File: src/hw/bsr_pkg.sv
// package: constants and types of the branch, skip and return decoder
package bsr_pkg;
  localparam int unsigned PC_W = 13;
  localparam int unsigned INSN_W = 14;
  localparam int unsigned LIT_W = 11;
  localparam int unsigned FADDR_W = 7;
  localparam int unsigned STACK_DEPTH = 8;
  localparam int unsigned STACK_PTR_W = 3;
  // opcode field positions and codes
  localparam logic [2:0] OPC_JUMP = 3'h5;       // bits 13:11 = 101
  localparam logic [2:0] OPC_CALL = 3'h4;       // bits 13:11 = 100
  localparam logic [5:0] OPC_DECSKIP = 6'h0B;   // bits 13:8 = 00 1011
  localparam logic [3:0] OPC_BITSKIP = 4'h7;    // bits 13:10 = 01 11
  localparam logic [13:0] OPC_IRQRET = 14'h0009;
  localparam logic [13:0] OPC_LOADCFG = 14'h0062;
  localparam int unsigned LATCH_HI_BIT = 4;
  localparam int unsigned LATCH_LO_BIT = 3;
  localparam int unsigned GIE_BIT = 7;
  localparam int unsigned DEST_BIT = 7;
  localparam logic [PC_W-1:0] PC_RESET = 13'h0000;
  localparam logic [7:0] CFG_RESET = 8'hFF;
  localparam logic [7:0] IRQCTL_RESET = 8'h00;
  // instruction phases
  typedef enum logic [1:0] {
    BSR_Q1 = 2'b00,
    BSR_Q2 = 2'b01,
    BSR_Q3 = 2'b10,
    BSR_Q4 = 2'b11
  } bsr_phase_type;
endpackage

File: src/hw/bsr_stack_if.sv
// interface: push and pop path to the return stack
`timescale 1ns/1ns
`default_nettype none
interface bsr_stack_if;
  logic push;
  logic pop;
  logic [12:0] push_data;
  logic [12:0] top;
  modport core (output push, output pop, output push_data, input top);
  modport stack (input push, input pop, input push_data, output top);
endinterface
`default_nettype wire

File: src/hw/bsr_core.sv
// module: decode and execute of jump, call, skip, return and config-load
`timescale 1ns/1ns
`default_nettype none
// Contract
// - jump loads eleven-bit literal into pc bits 10:0
// - jump fills pc bits 12:11 from high latch bits 4:3
// - jump takes two cycles; pc written in Q4, second cycle idle
// - decrement register; result to working reg if dest 0, else register
// - zero result discards next instruction, runs idle cycle instead
// - interrupt return pops stack and loads top into pc
// - interrupt return sets global enable in Q3, pops in Q4
// - interrupt return takes two cycles, second fully idle
// - config-load copies working reg to timer config, one cycle, no flags
// - call pushes pc plus one, then loads literal into pc 10:0
// - bit-test set skips next instruction with an idle cycle
module bsr_core (
  // clock and reset
  input wire logic clk,
  input wire logic srst,
  // program memory
  input wire logic [13:0] insn,
  output logic [12:0] pc,
  // data register file
  output logic [6:0] file_addr,
  input wire logic [7:0] file_rdata,
  output logic [7:0] file_wdata,
  output logic file_we,
  // latch from software
  input wire logic [7:0] pc_high_latch,
  // architectural state
  output logic [7:0] work_reg,
  output logic [7:0] timer_cfg,
  output logic [7:0] irq_control_reg,
  output logic global_irq_enable,
  output logic [1:0] phase,
  output logic idle_cycle
);
  bsr_stack_if stk ();
  bsr_stack u_stack (
    .clk(clk),
    .srst(srst),
    .sp(stk.stack)
  );

  bsr_pkg::bsr_phase_type ph_r;
  logic [bsr_pkg::PC_W-1:0] pc_r;
  logic [13:0] ir_r;
  logic idle_r;
  logic skip_r;
  logic [7:0] opnd_r;
  logic [7:0] res_r;
  logic [7:0] w_r;
  logic [7:0] cfg_r;
  logic [7:0] ictl_r;
  logic [7:0] fwd_r;
  logic fwe_r;
  // decode nets
  wire is_jump;
  wire is_call;
  wire is_dec;
  wire is_btss;
  wire is_iret;
  wire is_lcfg;
  wire dest_f;
  wire [2:0] bit_sel;
  wire [7:0] dec_val;
  wire bit_set;
  wire [12:0] pc_inc;
  wire [12:0] pc_lit;
  wire active;
  wire at_q2;
  wire at_q3;
  wire at_q4;
  wire skip_hit;
  // q4 selection nets
  wire load_lit;
  wire load_top;
  wire hold_pc;
  wire [12:0] pc_nxt;
  wire idle_nxt;
  wire skip_nxt;
  wire w_load;
  wire f_load;
  wire cfg_load;

  // opcode match on the latched instruction
  assign is_jump = (ir_r[13:11] == bsr_pkg::OPC_JUMP);
  assign is_call = (ir_r[13:11] == bsr_pkg::OPC_CALL);
  assign is_dec = (ir_r[13:8] == bsr_pkg::OPC_DECSKIP);
  assign is_btss = (ir_r[13:10] == bsr_pkg::OPC_BITSKIP);
  assign is_iret = (ir_r == bsr_pkg::OPC_IRQRET);
  assign is_lcfg = (ir_r == bsr_pkg::OPC_LOADCFG);

  // operand fields and arithmetic
  assign dest_f = ir_r[bsr_pkg::DEST_BIT];
  assign bit_sel = ir_r[9:7];
  assign dec_val = opnd_r - 8'h01;
  assign bit_set = opnd_r[bit_sel];
  assign pc_inc = pc_r + 13'h0001;
  assign pc_lit = {pc_high_latch[bsr_pkg::LATCH_HI_BIT:bsr_pkg::LATCH_LO_BIT],
    ir_r[bsr_pkg::LIT_W-1:0]};

  // phase strobes; in an idle cycle only the Q1 latch and the Q4 pc and idle update act
  assign active = !idle_r;
  assign at_q2 = (ph_r == bsr_pkg::BSR_Q2);
  assign at_q3 = (ph_r == bsr_pkg::BSR_Q3);
  assign at_q4 = (ph_r == bsr_pkg::BSR_Q4);

  // skip condition from decrement result or tested bit
  assign skip_hit = (is_dec && (res_r == 8'h00)) || (is_btss && bit_set);

  // q4 selection: branch target, stack top, held target or next address
  assign load_lit = active && (is_jump || is_call);
  assign load_top = active && is_iret;
  assign hold_pc = !active && !skip_r; // branch idle cycle must not step past the target
  assign pc_nxt = load_lit ? pc_lit : load_top ? stk.top : hold_pc ? pc_r : pc_inc;
  assign idle_nxt = load_lit || load_top || (active && skip_hit);
  assign skip_nxt = active && skip_hit; // skipped word is stepped over in the idle cycle
  assign w_load = active && is_dec && !dest_f;
  assign f_load = active && is_dec && dest_f;
  assign cfg_load = active && is_lcfg;

  // stack controls: push in Q2 of call, pop in Q4 of return
  assign stk.push = active && at_q2 && is_call;
  assign stk.push_data = pc_inc;
  assign stk.pop = active && at_q4 && is_iret;

  // phase sequencer Q1..Q4
  always_ff @(posedge clk) begin
    if (srst) begin
      ph_r <= bsr_pkg::BSR_Q1;
    end else begin
      case (ph_r)
        bsr_pkg::BSR_Q1: ph_r <= bsr_pkg::BSR_Q2;
        bsr_pkg::BSR_Q2: ph_r <= bsr_pkg::BSR_Q3;
        bsr_pkg::BSR_Q3: ph_r <= bsr_pkg::BSR_Q4;
        default: ph_r <= bsr_pkg::BSR_Q1;
      endcase
    end
  end

  // q1 decode: latch the instruction word
  always_ff @(posedge clk) begin
    if (srst) begin
      ir_r <= 14'h0000;
    end else if (ph_r == bsr_pkg::BSR_Q1) begin
      ir_r <= insn;
    end
  end

  // Q2 operand read
  always_ff @(posedge clk) begin
    if (srst) begin
      opnd_r <= 8'h00;
    end else if (active && at_q2) begin
      opnd_r <= file_rdata;
    end
  end

  // Q3 processing
  always_ff @(posedge clk) begin
    if (srst) begin
      res_r <= 8'h00;
      ictl_r <= bsr_pkg::IRQCTL_RESET;
    end else if (active && at_q3) begin
      res_r <= dec_val;
      if (is_iret) begin
        ictl_r[bsr_pkg::GIE_BIT] <= 1'b1;
      end
    end
  end

  // q4 write of pc, idle flag and skip kind; idle covers all four phases
  always_ff @(posedge clk) begin
    if (srst) begin
      pc_r <= bsr_pkg::PC_RESET;
      idle_r <= 1'b0;
      skip_r <= 1'b0;
    end else if (at_q4) begin
      pc_r <= pc_nxt;
      idle_r <= idle_nxt;
      skip_r <= skip_nxt;
    end
  end

  // q4 write of the working register
  always_ff @(posedge clk) begin
    if (srst) begin
      w_r <= 8'h00;
    end else if (at_q4 && w_load) begin
      w_r <= res_r;
    end
  end

  // q4 write of the timer config, no flags touched
  always_ff @(posedge clk) begin
    if (srst) begin
      cfg_r <= bsr_pkg::CFG_RESET;
    end else if (at_q4 && cfg_load) begin
      cfg_r <= w_r;
    end
  end

  // file write: one-clock pulse after q4
  always_ff @(posedge clk) begin
    if (srst) begin
      fwd_r <= 8'h00;
      fwe_r <= 1'b0;
    end else begin
      fwe_r <= at_q4 && f_load;
      if (at_q4 && f_load) begin
        fwd_r <= res_r;
      end
    end
  end

  // outputs straight from flops
  assign pc = pc_r;
  assign file_addr = ir_r[bsr_pkg::FADDR_W-1:0];
  assign file_wdata = fwd_r;
  assign file_we = fwe_r;
  assign work_reg = w_r;
  assign timer_cfg = cfg_r;
  assign irq_control_reg = ictl_r;
  assign global_irq_enable = ictl_r[bsr_pkg::GIE_BIT];
  assign phase = ph_r;
  assign idle_cycle = idle_r;
endmodule // bsr_core
`default_nettype wire

File: src/hw/bsr_stack.sv
// module: circular hardware return stack
`timescale 1ns/1ns
`default_nettype none
module bsr_stack #(
  parameter int unsigned DEPTH = bsr_pkg::STACK_DEPTH
) (
  // clock and reset
  input wire logic clk,
  input wire logic srst,
  // stack port
  bsr_stack_if.stack sp
);
  logic [bsr_pkg::PC_W-1:0] mem_r [DEPTH];
  logic [bsr_pkg::STACK_PTR_W-1:0] ptr_r;
  logic [bsr_pkg::STACK_PTR_W-1:0] top_idx;

  // top sits one below the write pointer; wraps on overflow
  assign top_idx = ptr_r - 3'h1;
  assign sp.top = mem_r[top_idx];

  // pointer moves on push or pop
  always_ff @(posedge clk) begin
    if (srst) begin
      ptr_r <= 3'h0;
    end else if (sp.push) begin
      ptr_r <= ptr_r + 3'h1;
    end else if (sp.pop) begin
      ptr_r <= top_idx;
    end
  end

  // entries written on push only
  always_ff @(posedge clk) begin
    if (sp.push) begin
      mem_r[ptr_r] <= sp.push_data;
    end
  end
endmodule // bsr_stack
`default_nettype wire

File: config.mk
export PLATFORM = sky130hd
export DESIGN_NAME = bsr_core
export DESIGN_NICKNAME = d
export VERILOG_FILES = /design/src/hw/bsr_pkg.sv /design/src/hw/bsr_stack_if.sv /design/src/hw/bsr_core.sv /design/src/hw/bsr_stack.sv
export SDC_FILE = /design/constraint.sdc
export NUM_CORES = 1
export LEC_CHECK = 0
export ABC_AREA = 1
export ABC_CLOCK_PERIOD_IN_PS = 2700
export BUFFER_PORTS_ARGS = -buffer_cell sky130_fd_sc_hd__clkbuf_2
export CAP_MARGIN = 15
export CORE_MARGIN = 2
export CORE_UTILIZATION = 30
export CTS_CLUSTER_DIAMETER = 120
export DETAILED_ROUTE_END_ITERATION = 10
export PLACE_DENSITY = 0.53
export SETUP_SLACK_MARGIN = 0.15
export SLEW_MARGIN = 5
export SYNTH_ARGS = -nofsm -noshare
export SYNTH_HDL_FRONTEND = slang
export SYNTH_SLANG_ARGS = --single-unit
File: constraint.sdc
create_clock -name clk -period 2.7 [get_ports clk]
set_input_delay 0.135 -clock clk [delete_from_list [all_inputs] [get_ports clk]]
set_output_delay 0.135 -clock clk [all_outputs]
set_load 0.005 [all_outputs]
==> key figures <==
Pwr
  – Switch share: 36.2%
  – Worst VDD drop: 0.000475 V
  – Pleak: 3.82 nW
  – Sequential share of power: 43.2%
  – Internal power: 5.34 mW
  – Logic gate share of total power: 28.0%
  – Power share of the clock group: 28.9%
  – Power Density: 889 mW/mm2
  – Psw: 3.03 mW

Synthesis
  – #FFs+latches synth: 180
  – Post-Syn Area: 0.00799 mm2
  – Synthesized netlist cell count: 877
  – Async S/R FF share, synth: 0%
  – Count leader, synth: nand2_1
  – Synth cell types: 37
  – Top post-synthesis cells by count: nand2_1, nand3_1, edfxtp_1, dfxtp_1, inv_1
  – Avg Cell Area, Syn: 9.11 um2
  – Synth top area share: 39.1%
  – Register area share after synthesis: 58.1%
  – Area contributors post-synth: edfxtp_1, dfxtp_1, nand2_1
  – Post-synth top area cell: edfxtp_1
  – Yosys warning count: 0
  – Synth Flop Type: edfxtp_1
  – Post-synth EDFFs: 104

Setup path
  – Top delay family on crit path: simple AND/OR/NAND/NOR gates
  – Crit path top cell by count: nand2_1
  – Slowest-stage cell, CP: dfxtp_1
  – Crit path kind: flop to flop
  – Worst Path Max Fanout: 27
  – CP Data Required Time: 3.02 ns
  – Worst Setup End Kind: flop
  – WP buf/inv: 2
  – Crit path cell chain: inv_1 -> ha_1 -> buf_4 -> nand3_1 -> nand3_1 -> nand2_1 -> nand2_1 -> nand2_1 -> nor2_1 -> nor2_1
  – CP peak stage delay: 0.53 ns
  – Startpoint Class: flop
  – CP arrival: 2.42 ns

Placed design
  – Final RePlAce weighted congestion: 0.778
  – Placed cell areas: 0.00868 mm2
  – Dpl hpwl: 13.7 mm
  – DP Worst Slack: 0.613 ns
  – PortBufs: 75
  – Dpl cells: 1259

Clocking
  – Htree depth: 4
  – Clk pin slew, worst setup/hold paths: 0.07 ns
  – Total CTS buffers: 17
  – Post-CTS sizing: 0
  – Clk sink count: 180
  – CTS Root Cell: clkbuf_16
  – CTS tree: built
  – Worst-Skew Late Latency: 0.43 ns
  – Clk buf depth: 2

Drt
  – Vias: 6076
  – Initial DRC count: 411
  – Number of remaining DRC errors: 1
  – Routed WL: 20.7 mm
  – WL/cell: 15.9 um
  – Pre-Repair DR Iteration Count: 8
  – Avg Vias per Cell: 4.65
  – Post-DRT Antenna Nets: 0

Floorplanning
  – Placeable core area: 0.0261 mm2
  – Die Span Y: 167 um
  – DIE WIDTH: 167 um
  – Core Rows: 59
  – Boundary Pins: 89
  – Initial Utilization: 30.6%
  – Die area: 0.0280 mm2

Timing
  – Setup Total Neg Slack: 0 ns
  – Slew Viols, Final: 0
  – Final hold viol count: 0
  – Worst rel slew slack: 43.1%
  – Final setup margin: 0.597 ns
  – Setup violations, final: 0
  – Fin crit share: 77.9%
  – Maximum clock frequency: 476 MHz
  – Worst-case clock skew: 0.00991 ns
  – Worst-Margin Slew: 0.851 ns
  – RSZ-0062 raised after global routing: false
  – Final period demand of the worst path: 2.10 ns

Cells and area
  – Top reg by flops: u_stack.mem_r
  – Diodes inserted: 0
  – Max reg flops: 104
  – Final Cell Area: 0.00942 mm2
  – Final Core Density: 36.0%
  – Final net count: 1000
  – Syn-to-layout area delta: 17.9%
  – Post-Layout Cell Count: 1308
  – Layout cells sized above 1: 17.1%

GRT
  – First-pass GRT wire length: 31.9 mm
  – Initial antenna violation count: 0
  – Total grt overflow: 0
  – Vias in the first global route: 5808
  – Gr usage total: 14.9%
  – Pin count of the biggest net entering global routing: 56

Worst hold path
  – HP Class: primary input to flop

Outcome
  – Failing checks: design-rule violations
  – Status: finished with violations

Flow run
  – Max-Cap Viols: 0
-- metrics by stage --
stage	total power [mW]	hold slack [ns]
5_1_grt	8.85	0.0361
3_5_place_dp	6.01	0.374
6_report	8.37	0.00882
4_1_cts	8.44	0.00304
2_1_floorplan	5.20	0.270
3_3_place_gp	5.98	0.365
-- cell families (layout without fill, tap and decap cells) --
| logic type | Yosys count | count (layout) | synth area share (%) |
|---|---|---|---|
| compound gates | 133 | 133 | 9.16 |
| simple gates | 407 | 407 | 22.3 |
| other cells | 1 | 7 | 0.0469 |
| fa+ha+maj | 8 | 8 | 1.25 |
| flops | 180 | 180 | 58.1 |
| buf+inv | 139 | 229 | 8.02 |
| xor+xnor | 9 | 9 | 1.08 |
-- placed cells by master (no fill, tap or decap), drive strengths merged, types with 17 or more instances in the layout --
master	count
a21oi	66
buf	20
clkbuf	93
dfxtp	76
dlygate4sd3	17
edfxtp	104
inv	93
nand2	204
nand3	126
nor2	61
o21ai	56
-- worst register-to-register path, stage by stage, from the launching register on --
cell and delay [ns]:
dfxtp_1 0.53, inv_1 0.16, ha_1 0.33, buf_4 0.34, nand3_1 0.14, nand3_1 0.11, nand2_1 0.11, nand2_1 0.09
nand2_1 0.05, nor2_1 0.09, nor2_1 0.04
-- power groups by stage --
stage	Clock, mW	Combinational [mW]	Sequential, mW
after floorplan	0	1.66	3.54
after global placement	0	2.32	3.66
after detailed placement	0	2.33	3.67
after CTS	2.46	2.36	3.61
after global routing	2.57	2.63	3.66
final	2.42	2.34	3.61
-- path summary, 6_finish.rpt --
| path | start | end | cells past startpoint | slack (ns) |
|---|---|---|---|---|
| hold / removal | insn[7] | ir_r[7] | 3 | 0.009 |
| setup reg to reg | u_stack.ptr_r[1] | pc[11] | 10 | 0.60 |
| setup / recovery | u_stack.ptr_r[1] | pc[11] | 10 | 0.60 |
| hold reg to reg | file_wdata[7] | file_wdata[7] | 2 | 0.45 |
-- area by class of cell --
| cell class | count | area [um2] |
|---|---|---|
| fillers | 2704 | 16700 |
| flip-flops and latches | 180 | 4650 |
| multi-input cells | 564 | 2760 |
| repair buffers | 112 | 708 |
| clock buffers | 18 | 429 |
| well taps | 335 | 419 |
| inverters | 85 | 323 |
| clock inverters | 14 | 136 |
-- metal layers --
metal | vias up | GRT usage (%) | wire, um
met5 | - | 0 | 0
met4 | 0 | 4.35 | 314
met3 | 18 | 3.97 | 1200
met2 | 140 | 25.6 | 10200
met1 | 2835 | 18.3 | 9060
li1 | 3083 | - | -
-- repair_timing --
item | CTS | global route
buffers inserted | 0 | 0
hold buffers | 17 | 0
endpoints found under the hold margin | 17 | 0
Power figures use the tool's default switching activity.
